[config.mk]
export PLATFORM = sky130hd
export DESIGN_NAME = sde_encoder_top
export DESIGN_NICKNAME = d
export VERILOG_FILES = /design/src/hw/sde_pkg.sv /design/src/hw/sde_encoder_top.sv /design/src/hw/sde_event_latch.sv /design/src/hw/sde_flash_div.sv
export VERILOG_INCLUDE_DIRS = /design/src /design/src/hw
export SDC_FILE = /design/constraint.sdc
export NUM_CORES = 1
export LEC_CHECK = 0
export CAP_MARGIN = 20
export CORE_MARGIN = 2
export CORE_UTILIZATION = 63
export DETAILED_ROUTE_END_ITERATION = 12
export DONT_BUFFER_PORTS = 1
export PLACE_DENSITY_LB_ADDON = 0.08
export SETUP_SLACK_MARGIN = 0.4
export SYNTH_ARGS = -nofsm -noshare
export SYNTH_HDL_FRONTEND = slang
export SYNTH_SLANG_ARGS = --single-unit
[constraint.sdc]
create_clock -name clock -period 6.5 [get_ports clock]
set_input_delay 0.975 -clock clock [delete_from_list [all_inputs] [get_ports clock]]
set_output_delay 0.975 -clock clock [all_outputs]
set_load 0.005 [all_outputs]
[src/hw/sde_consts.svh]
`ifndef SDE_CONSTS_SVH
`define SDE_CONSTS_SVH

// ****************************************************
// widths and counts
// ****************************************************
`define SDE_CODE_W 12
`define SDE_NCH 8
`define SDE_NMOD 17
`define SDE_NSRC 49
`define SDE_IDX_W 6

// ****************************************************
// fault codes
// ****************************************************
`define SDE_C_UNAVAIL 12'h01f
`define SDE_C_DESTMIS 12'h040
`define SDE_C_DESTBAD 12'h041
`define SDE_C_SRCBAD 12'h042
`define SDE_C_WDZERO 12'h043
`define SDE_C_SILHIGH 12'h044
`define SDE_C_CRCLEN 12'h045
`define SDE_C_PARVER 12'h046
`define SDE_C_SAVETO 12'h049
`define SDE_C_RESTTO 12'h04a
`define SDE_C_IPARCRC 12'h04b
`define SDE_C_MSGCRC 12'h04d
`define SDE_C_COMMTO 12'h04e
`define SDE_C_ACKREQ 12'h04f
`define SDE_C_INTSUP 12'h104
`define SDE_C_SHORTP 12'h306
`define SDE_C_OVERLD 12'h307
`define SDE_C_ADDRMEM 12'h30d
`define SDE_C_SUPHIGH 12'h321
`define SDE_C_SUPLOW 12'h322
`define SDE_C_TESTFAIL 12'h332

// ****************************************************
// source indices: module sources, then channel groups
// ****************************************************
`define SDE_I_DESTMIS 0
`define SDE_I_DESTBAD 1
`define SDE_I_SRCBAD 2
`define SDE_I_WDZERO 3
`define SDE_I_SILHIGH 4
`define SDE_I_CRCLEN 5
`define SDE_I_PARVER 6
`define SDE_I_SAVETO 7
`define SDE_I_RESTTO 8
`define SDE_I_IPARCRC 9
`define SDE_I_MSGCRC 10
`define SDE_I_COMMTO 11
`define SDE_I_INTSUP 12
`define SDE_I_ADDRMEM 13
`define SDE_I_SUPHIGH 14
`define SDE_I_SUPLOW 15
`define SDE_I_ACKREQ 16
`define SDE_B_UNAVAIL 17
`define SDE_B_SHORTP 25
`define SDE_B_OVERLD 33
`define SDE_B_TESTFAIL 41

// ****************************************************
// timing
// ****************************************************
`define SDE_CLK_HZ 25000000
`define SDE_FLASH_HALF_MS 250
`define SDE_FLASH_HALF_CYC (`SDE_CLK_HZ / 1000 * `SDE_FLASH_HALF_MS)

`endif

[src/hw/sde_pkg.sv]
// ****************************************************
// shared types
// ****************************************************
package sde_pkg;
   typedef enum logic {
      SDE_CHANNEL = 1'b0,
      SDE_MODULE  = 1'b1
   } sde_scope_e;
   typedef logic [11:0] sde_code_t;
endpackage

[src/hw/sde_encoder_top.sv]
`timescale 1ns/1ps
`include "sde_consts.svh"
// ****************************************************
// diagnostic event encoder, top level
// ****************************************************
module sde_encoder_top #(
   parameter int FLASH_HALF_CYCLES = `SDE_FLASH_HALF_CYC
) (
   input  wire logic                  clock,
   input  wire logic                  rst,
   input  wire logic [7:0]            unavailFault,
   input  wire logic [7:0]            shortPFault,
   input  wire logic [7:0]            overloadFault,
   input  wire logic [7:0]            testFault,
   input  wire logic [7:0]            shortPEnable,
   input  wire logic                  appCaseTwo,
   input  wire logic                  destMismatch,
   input  wire logic                  destIllegal,
   input  wire logic                  srcIllegal,
   input  wire logic                  wdTimeZero,
   input  wire logic                  silExceeded,
   input  wire logic                  crcLenMismatch,
   input  wire logic                  parVersionBad,
   input  wire logic                  iparSaveTimeout,
   input  wire logic                  iparRestoreTimeout,
   input  wire logic                  iparInconsistent,
   input  wire logic                  msgCrcFault,
   input  wire logic                  commTimeout,
   input  wire logic                  intSupplyFault,
   input  wire logic                  addrMemFault,
   input  wire logic                  supplyHigh,
   input  wire logic                  supplyLow,
   input  wire logic                  userAck,
   input  wire logic                  intTaken,
   output logic                       intValid,
   output sde_pkg::sde_code_t         intCode,
   output sde_pkg::sde_scope_e        intScope,
   output logic [2:0]                 intChannel,
   output logic [7:0]                 chanEnabled,
   output logic                       supplyWait,
   output logic [7:0]                 channelIndicatorStatus,
   output logic [7:0]                 channelIndicatorDiag,
   output logic                       runLed,
   output logic                       errorLed
);
   localparam int NSRC = `SDE_NSRC;
   localparam int NMOD = `SDE_NMOD;

   initial begin
      if (`SDE_CODE_W < 12) $error("fault code field too narrow");
      if (FLASH_HALF_CYCLES < 1) $error("FLASH_HALF_CYCLES < 1");
   end

   // ****************************************************
   // decoding functions
   // ****************************************************

   // fault code of a source index
   function automatic sde_pkg::sde_code_t srcCode(
      input logic [5:0] idx
   );
      sde_pkg::sde_code_t c;
      c = `SDE_C_DESTMIS;
      if (idx >= 6'(`SDE_B_TESTFAIL)) c = `SDE_C_TESTFAIL;
      else if (idx >= 6'(`SDE_B_OVERLD)) c = `SDE_C_OVERLD;
      else if (idx >= 6'(`SDE_B_SHORTP)) c = `SDE_C_SHORTP;
      else if (idx >= 6'(`SDE_B_UNAVAIL)) c = `SDE_C_UNAVAIL;
      else begin
         case (idx)
            6'(`SDE_I_DESTMIS): c = `SDE_C_DESTMIS;
            6'(`SDE_I_DESTBAD): c = `SDE_C_DESTBAD;
            6'(`SDE_I_SRCBAD):  c = `SDE_C_SRCBAD;
            6'(`SDE_I_WDZERO):  c = `SDE_C_WDZERO;
            6'(`SDE_I_SILHIGH): c = `SDE_C_SILHIGH;
            6'(`SDE_I_CRCLEN):  c = `SDE_C_CRCLEN;
            6'(`SDE_I_PARVER):  c = `SDE_C_PARVER;
            6'(`SDE_I_SAVETO):  c = `SDE_C_SAVETO;
            6'(`SDE_I_RESTTO):  c = `SDE_C_RESTTO;
            6'(`SDE_I_IPARCRC): c = `SDE_C_IPARCRC;
            6'(`SDE_I_MSGCRC):  c = `SDE_C_MSGCRC;
            6'(`SDE_I_COMMTO):  c = `SDE_C_COMMTO;
            6'(`SDE_I_INTSUP):  c = `SDE_C_INTSUP;
            6'(`SDE_I_ADDRMEM): c = `SDE_C_ADDRMEM;
            6'(`SDE_I_SUPHIGH): c = `SDE_C_SUPHIGH;
            6'(`SDE_I_SUPLOW):  c = `SDE_C_SUPLOW;
            6'(`SDE_I_ACKREQ):  c = `SDE_C_ACKREQ;
            default:            c = `SDE_C_DESTMIS;
         endcase
      end
      return c;
   endfunction

   // lowest pending source index
   function automatic logic [5:0] firstSet(input logic [NSRC-1:0] v);
      logic [5:0] r;
      r = '0;
      for (int i = NSRC - 1; i >= 0; i--) begin
         if (v[i]) r = 6'(i);
      end
      return r;
   endfunction

   // ****************************************************
   // channel fault and acknowledge state
   // ****************************************************
   logic [7:0] chanFault;
   logic [7:0] chanWait;
   logic [7:0] chanDisabled_r;
   logic [7:0] chanDisabled_nxt;
   logic       caseOne;
   logic       supplyBad;
   logic       supplyWait_r;
   logic       supplyWait_nxt;
   logic       waitAck;

   // any fault disables a channel until the fault clears and is acknowledged
   assign chanFault = unavailFault | shortPFault | overloadFault | testFault;
   assign chanWait  = chanDisabled_r & ~chanFault;
   assign waitAck   = |chanWait;
   assign chanDisabled_nxt = chanFault |
                             (chanDisabled_r & ~{8{userAck}});
   assign caseOne   = ~appCaseTwo;
   assign supplyBad = supplyHigh | supplyLow;
   assign supplyWait_nxt = supplyBad | (supplyWait_r & ~userAck);

   // disable and supply wait latches
   always_ff @(posedge clock or posedge rst) begin
      if (rst) begin
         chanDisabled_r <= '0;
         supplyWait_r   <= 1'b0;
      end else begin
         chanDisabled_r <= chanDisabled_nxt;
         supplyWait_r   <= supplyWait_nxt;
      end
   end

   // ****************************************************
   // condition vector
   // ****************************************************
   logic [NSRC-1:0] cond;

   // module scoped conditions
   assign cond[`SDE_I_DESTMIS] = destMismatch;
   assign cond[`SDE_I_DESTBAD] = destIllegal;
   assign cond[`SDE_I_SRCBAD]  = srcIllegal;
   assign cond[`SDE_I_WDZERO]  = wdTimeZero;
   assign cond[`SDE_I_SILHIGH] = silExceeded;
   assign cond[`SDE_I_CRCLEN]  = crcLenMismatch;
   assign cond[`SDE_I_PARVER]  = parVersionBad;
   assign cond[`SDE_I_SAVETO]  = iparSaveTimeout;
   assign cond[`SDE_I_RESTTO]  = iparRestoreTimeout;
   assign cond[`SDE_I_IPARCRC] = iparInconsistent;
   assign cond[`SDE_I_MSGCRC]  = msgCrcFault & caseOne;
   assign cond[`SDE_I_COMMTO]  = commTimeout & caseOne;
   assign cond[`SDE_I_INTSUP]  = intSupplyFault & caseOne;
   assign cond[`SDE_I_ADDRMEM] = addrMemFault;
   assign cond[`SDE_I_SUPHIGH] = supplyHigh;
   assign cond[`SDE_I_SUPLOW]  = supplyLow;
   assign cond[`SDE_I_ACKREQ]  = waitAck;

   // channel scoped conditions, eight per group
   for (genvar ch = 0; ch < `SDE_NCH; ch++) begin : g_chan
      assign cond[`SDE_B_UNAVAIL + ch]  = unavailFault[ch];
      assign cond[`SDE_B_SHORTP + ch]   = shortPFault[ch] &
                                          shortPEnable[ch] & caseOne;
      assign cond[`SDE_B_OVERLD + ch]   = overloadFault[ch] & caseOne;
      assign cond[`SDE_B_TESTFAIL + ch] = testFault[ch];
   end

   // ****************************************************
   // event latch and issue
   // ****************************************************
   logic [NSRC-1:0] pend;
   logic [NSRC-1:0] clr;
   logic            anyPend;
   logic            load;
   logic [5:0]      pick;
   logic [5:0]      chanOff;

   sde_event_latch #(
      .N (NSRC)
   ) u_latch (
      .clock (clock),
      .rst   (rst),
      .cond  (cond),
      .clr   (clr),
      .pend  (pend)
   );

   // one pending event moves to the output when it is free
   assign anyPend = |pend;
   assign load    = anyPend & (~intValid_r | intTaken);
   assign pick    = firstSet(pend);
   assign clr     = load ? (NSRC'(1) << pick) : '0;
   assign chanOff = pick - 6'(`SDE_B_UNAVAIL);

   logic                intValid_r;
   sde_pkg::sde_code_t  intCode_r;
   sde_pkg::sde_scope_e intScope_r;
   logic [2:0]          intChannel_r;

   // interrupt output register
   always_ff @(posedge clock or posedge rst) begin
      if (rst) begin
         intValid_r   <= 1'b0;
         intCode_r    <= '0;
         intScope_r   <= sde_pkg::SDE_MODULE;
         intChannel_r <= '0;
      end else if (load) begin
         intValid_r   <= 1'b1;
         intCode_r    <= srcCode(pick);
         intScope_r   <= (pick < 6'(NMOD)) ? sde_pkg::SDE_MODULE
                                           : sde_pkg::SDE_CHANNEL;
         intChannel_r <= (pick < 6'(NMOD)) ? 3'h0 : chanOff[2:0];
      end else if (intTaken) begin
         intValid_r   <= 1'b0;
      end
   end

   // ****************************************************
   // indicators
   // ****************************************************
   logic       flashTick;
   logic       flashPhase;
   logic [7:0] ledStatus_r;
   logic [7:0] ledDiag_r;
   logic       runLed_r;
   logic       errorLed_r;
   logic [7:0] ledStatus_nxt;
   logic [7:0] ledDiag_nxt;
   logic       errorActive;

   sde_flash_div #(
      .HALF_CYCLES (FLASH_HALF_CYCLES)
   ) u_flash (
      .clock (clock),
      .rst   (rst),
      .tick  (flashTick),
      .phase (flashPhase)
   );

   // supply fault overrides channel display
   assign ledStatus_nxt = supplyWait_r ? 8'h00 :
                          ((chanWait & {8{flashPhase}}) |
                           ~chanDisabled_r);
   assign ledDiag_nxt   = supplyWait_r ? 8'hff : chanFault;
   assign errorActive   = supplyWait_r | anyPend | intValid_r |
                          (|chanDisabled_r);

   // indicator registers
   always_ff @(posedge clock or posedge rst) begin
      if (rst) begin
         ledStatus_r <= '0;
         ledDiag_r   <= '0;
         runLed_r    <= 1'b0;
         errorLed_r  <= 1'b0;
      end else begin
         ledStatus_r <= ledStatus_nxt;
         ledDiag_r   <= ledDiag_nxt;
         runLed_r    <= 1'b1;
         errorLed_r  <= errorActive & flashPhase;
      end
   end

   // output drive
   assign intValid               = intValid_r;
   assign intCode                = intCode_r;
   assign intScope               = intScope_r;
   assign intChannel             = intChannel_r;
   assign chanEnabled            = ~chanDisabled_r;
   assign supplyWait             = supplyWait_r;
   assign channelIndicatorStatus = ledStatus_r;
   assign channelIndicatorDiag   = ledDiag_r;
   assign runLed                 = runLed_r;
   assign errorLed               = errorLed_r;

   // ****************************************************
   // checks
   // ****************************************************
   a_event_issued: assert property (
      @(posedge clock) disable iff (rst)
      anyPend && !intValid_r |=> intValid_r)
      else $error("pending event not issued");

   a_valid_holds: assert property (
      @(posedge clock) disable iff (rst)
      intValid_r && !intTaken |=> intValid_r && $stable(intCode_r))
      else $error("interrupt dropped before taken");

   a_scope_module: assert property (
      @(posedge clock) disable iff (rst)
      intValid_r && intCode_r == `SDE_C_DESTMIS
      |-> intScope_r == sde_pkg::SDE_MODULE)
      else $error("code 40 without module scope");

   a_scope_chan: assert property (
      @(posedge clock) disable iff (rst)
      intValid_r && (intCode_r == `SDE_C_UNAVAIL ||
                     intCode_r == `SDE_C_OVERLD)
      |-> intScope_r == sde_pkg::SDE_CHANNEL)
      else $error("channel code without channel scope");

   a_code_range: assert property (
      @(posedge clock) disable iff (rst)
      intValid_r |-> intCode_r <= `SDE_C_TESTFAIL && intCode_r != '0)
      else $error("fault code out of range");

   a_supply_leds: assert property (
      @(posedge clock) disable iff (rst)
      supplyWait_r |=> channelIndicatorStatus == 8'h00 &&
                       channelIndicatorDiag == 8'hff && runLed)
      else $error("supply fault indicator pattern wrong");

   a_chan_held: assert property (
      @(posedge clock) disable iff (rst)
      chanDisabled_r[0] && !userAck |=> !chanEnabled[0])
      else $error("channel re-enabled without acknowledge");

   a_ack_report: assert property (
      @(posedge clock) disable iff (rst)
      waitAck && !$past(waitAck) |=> pend[`SDE_I_ACKREQ])
      else $error("acknowledge request not latched");

   a_short_mask: assert property (
      @(posedge clock) disable iff (rst)
      !shortPEnable[0] |-> !cond[`SDE_B_SHORTP])
      else $error("disabled short to P still reported");

   a_overload_on: assert property (
      @(posedge clock) disable iff (rst)
      overloadFault[3] && caseOne |-> cond[`SDE_B_OVERLD + 3])
      else $error("overload condition masked");

   a_case_two_crc: assert property (
      @(posedge clock) disable iff (rst)
      appCaseTwo |-> !cond[`SDE_I_MSGCRC] && !cond[`SDE_I_COMMTO])
      else $error("case-one fault raised in case two");
endmodule

[src/hw/sde_event_latch.sv]
`timescale 1ns/1ps
// ****************************************************
// sticky pending bits, one per condition rising edge
// ****************************************************
module sde_event_latch #(
   parameter int N = 49
) (
   input  wire logic         clock,
   input  wire logic         rst,
   input  wire logic [N-1:0] cond,
   input  wire logic [N-1:0] clr,
   output logic      [N-1:0] pend
);
   logic [N-1:0] prev_r;
   logic [N-1:0] pend_r;
   logic [N-1:0] rise;
   logic [N-1:0] pend_nxt;

   initial begin
      if (N < 1) $error("sde_event_latch: N must be at least 1");
   end

   // a new event wins over a clear in the same cycle
   assign rise     = cond & ~prev_r;
   assign pend_nxt = (pend_r & ~clr) | rise;
   assign pend     = pend_r;

   // edge history and pending store
   always_ff @(posedge clock or posedge rst) begin
      if (rst) begin
         prev_r <= '0;
         pend_r <= '0;
      end else begin
         prev_r <= cond;
         pend_r <= pend_nxt;
      end
   end
endmodule

[src/hw/sde_flash_div.sv]
`timescale 1ns/1ps
// ****************************************************
// indicator flash divider
// ****************************************************
module sde_flash_div #(
   parameter int HALF_CYCLES = 6250000
) (
   input  wire logic clock,
   input  wire logic rst,
   output logic      tick,
   output logic      phase
);
   localparam int CW = (HALF_CYCLES > 1) ? $clog2(HALF_CYCLES) : 1;
   localparam logic [CW-1:0] LAST = CW'(HALF_CYCLES - 1);

   logic [CW-1:0] cnt_r;
   logic          phase_r;
   logic          wrap;

   initial begin
      if (HALF_CYCLES < 1) $error("sde_flash_div: HALF_CYCLES < 1");
   end

   // one-cycle enable at each half period
   assign wrap  = (cnt_r == LAST);
   assign tick  = wrap;
   assign phase = phase_r;

   // counter and flash phase
   always_ff @(posedge clock or posedge rst) begin
      if (rst) begin
         cnt_r   <= '0;
         phase_r <= 1'b0;
      end else begin
         cnt_r   <= wrap ? '0 : cnt_r + 1'b1;
         phase_r <= phase_r ^ wrap;
      end
   end
endmodule

==> results of run 1 <==
through the flow:
stage	instances	cell area [um2]	total power [W]
after floorplan	715	7120	0.00121
after global placement	841	7220	0.00127
after detailed placement	841	7220	0.00127
after CTS	873	7800	0.00224
after global routing	873	7800	0.00231
final	873	7800	0.00224
critical path, stage by stage (launching register included):
cell and delay (ps):
sky130_fd_sc_hd__dfrtp_1 430, sky130_fd_sc_hd__or4_1 610, sky130_fd_sc_hd__nor3_1 180, sky130_fd_sc_hd__o31ai_1 100, sky130_fd_sc_hd__a31oi_1 290, sky130_fd_sc_hd__o21ai_0 220
sky130_fd_sc_hd__a211o_1 390, sky130_fd_sc_hd__ha_1 360, sky130_fd_sc_hd__nor4_1 620, sky130_fd_sc_hd__o21ai_2 130, sky130_fd_sc_hd__a21oi_1 210, sky130_fd_sc_hd__o31ai_2 80
cells by family after synthesis:
kind of cell / synth area share
muxes: 0.00141
buffers and inverters: 0.0496
adders and majority gates: 0.0176
xor gates and xnor gates: 0.0246
and+or+nand+nor: 0.170
other: 0.00106
AOI/OAI and AO/OA: 0.162
DFF: 0.574
flip-flops by register name, summed over array words and instances, names as in the netlist:
name / flops
intCode: 9
u_flash.phase: 1
channelIndicatorStatus: 8
intValid: 1
u_latch.pend: 49
u_latch.prev_r: 49
runLed: 1
errorLed: 1
intScope: 1
u_flash.cnt_r: 23
supplyWait: 1
chanDisabled_r: 8
channelIndicatorDiag: 8
intChannel: 3
layer usage:
metal,vias up,track usage,routed length [um]
met5,-,0,0
met4,0,0.132,527
met3,43,0.0882,1150
met2,232,0.553,9520
met1,2758,0.406,7380
li1,2507,-,-
layout make-up:
class                           instances  area [um2]  area share
Multi-Input combinational cell        467        2690       0.345
Tap cell                              140         175      0.0225
Clock inverter                         14         146      0.0188
Timing Repair Buffer                    2        15.0     0.00193
Sequential cell                       163        4080       0.523
Inverter                               69         264      0.0339
Clock buffer                           18         429      0.0550
cells in the final DEF (no fill, tap or decap), drive strengths merged, types with 14 or more instances in the layout:
cell type and n:
dfrtp 162, o21ai 110, inv 74, nor2 69, nand2 60, a21oi 29
nor4 24, clkbuf 18, o31ai 16, nand3 14, nor3 14
synth_stat cells, types with 4 or more instances:
cell,count,area share
sky130_fd_sc_hd__xor2_1,10,0.012
sky130_fd_sc_hd__nor3_1,11,0.0077
sky130_fd_sc_hd__clkbuf_1,6,0.0032
sky130_fd_sc_hd__and3_1,8,0.0070
sky130_fd_sc_hd__xnor2_1,10,0.012
sky130_fd_sc_hd__o21ai_1,34,0.024
sky130_fd_sc_hd__nor4_1,23,0.020
sky130_fd_sc_hd__nand3_1,13,0.0091
sky130_fd_sc_hd__a31oi_1,5,0.0044
sky130_fd_sc_hd__nand4_1,9,0.0079
sky130_fd_sc_hd__buf_4,4,0.0042
sky130_fd_sc_hd__a22oi_1,4,0.0042
sky130_fd_sc_hd__inv_1,68,0.036
sky130_fd_sc_hd__ha_1,10,0.018
sky130_fd_sc_hd__o21ai_0,75,0.053
sky130_fd_sc_hd__or4_1,10,0.011
sky130_fd_sc_hd__nand2_1,59,0.031
sky130_fd_sc_hd__a21oi_1,28,0.020
sky130_fd_sc_hd__nand2b_1,13,0.011
sky130_fd_sc_hd__nor2_1,69,0.036
sky130_fd_sc_hd__o31ai_1,15,0.016
sky130_fd_sc_hd__dfrtp_1,162,0.57
worst max-delay path by stage:
stage                                       end                  startpoint
finish                   intCode[3]$_DFFE_PP0P_  u_latch.pend[21]$_DFF_PP0_
global route             intCode[0]$_DFFE_PP0P_  u_latch.pend[21]$_DFF_PP0_
CTS                      intCode[3]$_DFFE_PP0P_  u_latch.pend[21]$_DFF_PP0_
detailed placement       intCode[3]$_DFFE_PP0P_  u_latch.pend[21]$_DFF_PP0_
global placement         intCode[2]$_DFFE_PP0P_  u_latch.pend[21]$_DFF_PP0_
floorplan           chanDisabled_r[0]$_DFF_PP0_                         rst
power by group:
| group | internal, W | switching (W) | leakage [nW] |
|---|---|---|---|
| logic | 0.0000515 | 0.000141 | 1.24 |
| registers | 0.00105 | 0.0000280 | 1.82 |
| clock network | 0.000539 | 0.000431 | 0.278 |
==> results.py, run 1 <==
metrics = {
    "pwr": {
        "static_leakage_nw": 3.34,
        "vdd_drop_max_mv": 0.245,
        "powerDensity_nw_per_um2": 287,
    },
    "worst_setup_path": {
        "worst_path_arrival_ps": 4050,
        "rrSetupSlack_ps": 2750,
        "r2r_start": "u_latch.pend[21]$_DFF_PP0_",
        "timing.critical_path.to_type": "register",
        "start_kind": "register",
        "path_class": "reg2reg",
        "reg2reg_depth": 11,
        "endpoint_of_the_lowest_slack_register_to_register_path": "intCode[3]$_DFFE_PP0P_",
        "worstPathRequired_ps": 6800,
        "worst-path-max-fanout": 7,
    },
    "sta": {
        "final_critical_path_setup_slack_ps": 2750,
        "clock_skew_ps": 17.4,
        "tns_ps": 0,
        "timing.final.max_slew_violations": 0,
        "hold_viol_final": 0,
        "fmax_ghz": 0.267,
        "max-slew-margin-rel": 0.256,
        "hold_slack_ps": 403,
        "final_min_period_over_clock_period": 0.577,
        "grt_setup_unrepaired": "false",
        "period_minus_slack_ps": 3750,
        "max_slew.worst_pin.slew_ps": 1110,
        "report.final.setup_viol": 0,
    },
    "cts": {
        "cts_tree": "yes",
        "ctsResizeCount": 0,
        "ctsHoldBuffers": 0,
        "htree_num_levels": 4,
        "ctsLongestPathBuffers": 2,
        "postCtsSetupRepairBufs": 0,
        "cts_root_buf": "sky130_fd_sc_hd__clkbuf_16",
        "cts_made_buffers": 17,
        "insertion_delay_ps": 440,
        "cts.clk_slew.worst_paths_ps": 70,
        "clock_sinks": 163,
    },
    "synthesis": {
        "synth-seq-cells": 163,
        "ys.warnings.count": 0,
        "yosys.cell_types.count": 63,
        "yosys_most_used_dff": "sky130_fd_sc_hd__dfrtp_1",
        "sequential_area_share_after_synthesis": 0.574,
        "syn-mean-instance-area_um2": 9.97,
        "ys_async_sr_fraction": 1.00,
        "mappedNetlistArea_um2": 7110,
        "edff_count_synth": 0,
        "netlist_instances": 713,
    },
    "routing": {
        "ant_nets": 0,
        "dr.first_iter.drc_count": 544,
        "wirelength_um": 18600,
        "routed-via-count": 5540,
        "routedWlPerCell_um": 21.3,
        "drc": 0,
        "drt-vias-per-instance": 6.35,
        "detail_route.first_pass.iterations": 6,
    },
    "worst_hold_path": {
        "hold_path_cell_cnt": 1,
        "hold_class": "reg2reg",
        "holdPathEnd": "u_latch.pend[45]$_DFF_PP0_",
        "holdCritStartpoint": "u_latch.prev_r[45]$_DFF_PP0_",
    },
    "global_route": {
        "antenna_found_initial": 0,
        "grt-ovfl-total": 0,
        "grt_max_degree": 100,
        "grt_pass1_vias": 5600,
        "global_route.usage.total": 0.329,
        "first_pass_grt_wire_length_um": 29300,
    },
    "floorplanning": {
        "ios": 105,
        "placementRows": 38,
        "start_util": 0.650,
        "floorplan.die.height_um": 110,
        "floorplan.die.width_um": 110,
        "core_um2": 10900,
        "design.die.area_um2": 12200,
    },
    "finish": {
        "post_route_cells_drive_above_1_share": 0.0696,
        "antenna_cells": 0,
        "num-fill-cells": 791,
        "final_nets": 791,
        "area_delta_synth_final_pct": 9.62,
        "final_core_utilization": 0.713,
    },
    "placed_design": {
        "finalWeightedCongestion": 0.918,
        "preCtsSetupSlack_ps": 2880,
        "placement.io_buffers": 0,
        "dp.final_hpwl_um": 13300,
    },
    "job": {
        "maxCapViolCount": 0,
    },
    "status": {
        "status": "completed",
    },
}
(Power assumes the default switching activity.)
==> inputs of run 2 (changes only) <==
--- a/config.mk
+++ b/config.mk
@@ -8,7 +8,7 @@
 export LEC_CHECK = 0
 export CAP_MARGIN = 20
 export CORE_MARGIN = 2
-export CORE_UTILIZATION = 63
+export CORE_UTILIZATION = 57
 export DETAILED_ROUTE_END_ITERATION = 12
 export DONT_BUFFER_PORTS = 1
 export PLACE_DENSITY_LB_ADDON = 0.08
==> constraint.sdc (replaced) <==
create_clock -name clock -period 3.45 [get_ports clock]
set_input_delay 0.5175 -clock clock [delete_from_list [all_inputs] [get_ports clock]]
set_output_delay 0.5175 -clock clock [all_outputs]
set_load 0.005 [all_outputs]
==> run 2 against run 1 <==
Compared with the run above:
- sequential share of layout area fell by 2.9 points
- first-iteration DRC count fell by 21%
- highest routed layer unchanged
- total power rose by 98%
- combinational power rose by 140%
- final area rose by 5.9%
- largest power group unchanged
- sequential power rose by 90%
- via count rose by 1.1%
- routed wire length rose by 3.8%
- register-to-register slack got worse by 2300 ps
==> results.py, run 2 (same netlist as run 1, synthesis figures left out) <==
metrics = {
    "finish": {
        "area_delta_synth_final_pct": 16.0,
        "final_nets": 825,
        "antenna_cells": 0,
        "post_route_cells_drive_above_1_share": 0.140,
        "final_core_utilization": 0.681,
        "most-common-layout-cells": "161 x sky130_fd_sc_hd__dfrtp_1, 73 x sky130_fd_sc_hd__o21ai_0, 68 x sky130_fd_sc_hd__nor2_1, 66 x sky130_fd_sc_hd__inv_1, 58 x sky130_fd_sc_hd__nand2_1",
        "num-fill-cells": 958,
        "final_cell_count_no_fill": 935,
        "stdcell_area_um2": 8250,
        "layout_commonest_cell": "sky130_fd_sc_hd__dfrtp_1",
    },
    "cts": {
        "insertion_delay_ps": 430,
        "cts_made_buffers": 17,
        "cts_tree": "yes",
        "ctsLongestPathBuffers": 2,
        "htree_num_levels": 4,
        "clock_sinks": 163,
        "cts.clk_slew.worst_paths_ps": 70,
        "cts_root_buf": "sky130_fd_sc_hd__clkbuf_16",
    },
    "floorplanning": {
        "floorplan.die.width_um": 116,
        "core_um2": 12100,
        "start_util": 0.587,
        "placementRows": 40,
        "design.die.area_um2": 13400,
        "floorplan.die.height_um": 116,
        "ios": 105,
    },
    "worst_setup_path": {
        "timing.critical_path.to_type": "register",
        "cpPeakStageDelay_ps": 570,
        "worst-path-max-fanout": 4,
        "start_kind": "register",
        "path_class": "reg2reg",
        "worst_path_arrival_ps": 3310,
        "gate_family_responsible_for_the_most_delay_along_the_worst_path": "compound AO/OA/AOI/OAI gates",
        "worstPathRequired_ps": 3760,
        "highest_delay_cell_along_the_critical_path": "sky130_fd_sc_hd__or4_4",
        "critical-path-top-cell-by-count": "sky130_fd_sc_hd__a31oi_1",
        "timing.critical_path.cells": "or4_4 > nor3_2 > o31ai_1 > a31oi_1 > o21ai_2 > a211o_4 > ha_4 > o31a_1 > a21o_2 > a31oi_1 > o21ai_1",
        "worst_path_bufs_invs": 0,
    },
    "routing": {
        "routedWlPerCell_um": 20.6,
        "drt-vias-per-instance": 5.99,
        "wirelength_um": 19300,
        "detail_route.first_pass.iterations": 7,
        "drc": 0,
        "dr.first_iter.drc_count": 429,
        "routed-via-count": 5601,
        "ant_nets": 0,
    },
    "pwr": {
        "comb_power_share": 0.102,
        "netSwitchingFraction": 0.261,
        "static_leakage_nw": 3.54,
        "powerDensity_nw_per_um2": 536,
        "vdd_drop_max_mv": 0.400,
        "share_seq_of_total_power": 0.458,
        "p_int_w": 0.00327,
        "power_switching_w": 0.00115,
        "clock_power_share": 0.439,
    },
    "sta": {
        "report.final.setup_viol": 0,
        "max-slew-margin-rel": 0.391,
        "grt_setup_unrepaired": "true",
        "tns_ps": 0,
        "timing.final.max_slew_violations": 0,
        "clock_skew_ps": 10.4,
        "final_min_period_over_clock_period": 0.871,
        "fmax_ghz": 0.333,
        "hold_viol_final": 0,
        "period_minus_slack_ps": 3000,
        "max_slew.worst_pin.slew_ps": 904,
    },
    "placed_design": {
        "finalWeightedCongestion": 0.971,
        "post-place-cells": 893,
        "placement.io_buffers": 0,
        "place_area_um2": 7460,
        "dp.final_hpwl_um": 14300,
    },
    "global_route": {
        "global_route.usage.total": 0.300,
        "antenna_found_initial": 0,
        "grt-ovfl-total": 0,
        "grt_max_degree": 72,
        "first_pass_grt_wire_length_um": 29800,
        "grt_pass1_vias": 5636,
    },
    "worst_hold_path": {
        "hold_class": "in2reg",
    },
    "status": {
        "status": "completed",
    },
    "job": {
        "maxCapViolCount": 0,
    },
}
[run 2: layout make-up]
class,count,area (um2),area share
Sequential cell,163,4080,0.495
Multi-Input combinational cell,467,2790,0.338
Clock buffer,19,443,0.0537
Timing Repair Buffer,36,298,0.0361
Inverter,69,263,0.0318
Tap cell,168,210,0.0255
Clock inverter,13,165,0.0200
[run 2: worst paths after layout]
kind                                                end  slack [ps]                         start  cells after the start
min reg2reg                  u_latch.pend[18]$_DFF_PP0_         400  u_latch.prev_r[18]$_DFF_PP0_                      1
max in group asynchronous    u_latch.pend[47]$_DFF_PP0_        2130                           rst                      3
max reg2reg                      intCode[8]$_DFFE_PP0P_         450    u_latch.pend[21]$_DFF_PP0_                     11
min                        u_latch.prev_r[41]$_DFF_PP0_         110                  testFault[0]                      0
min in group asynchronous    u_latch.pend[28]$_DFF_PP0_         600                           rst                      2
max                              intCode[8]$_DFFE_PP0P_         450    u_latch.pend[21]$_DFF_PP0_                     11
[run 2: power by group through the flow]
stage                     Combinational, W  Clock, W  Sequential, W
final                             0.000453   0.00194        0.00203
after global routing              0.000500   0.00205        0.00203
after global placement            0.000380         0        0.00206
after detailed placement          0.000377         0        0.00206
after CTS                         0.000403   0.00196        0.00202
after floorplan                   0.000245         0        0.00204
[run 2: timing repair]
item / in CTS / in global routing
hold buffers: 1 / 0
endpoints found under the setup margin: 20 / 43
setup buffers: 3 / 6
hold endpoints to repair: 10 / 0
gates resized for setup: 6 / 22
pin swaps: 7 / 13
[run 2: metrics by stage]
step                      worst slack (ps)  total power, W  hold WS (ps)
after global routing                   372         0.00458          91.9
after CTS                              403         0.00439          96.1
final                                  447         0.00442           108
after detailed placement               137         0.00243           399
after global placement                 273         0.00244           393
after floorplan                        497         0.00228           392
[run 2: metal layers]
layer,wire length (um),part of all wire,up-vias,GRT usage
li1,-,-,2572,-
met1,7750,0.40,2757,0.368
met2,9640,0.50,223,0.504
met3,1130,0.058,49,0.0795
met4,764,0.040,0,0.130
met5,0,0,-,0
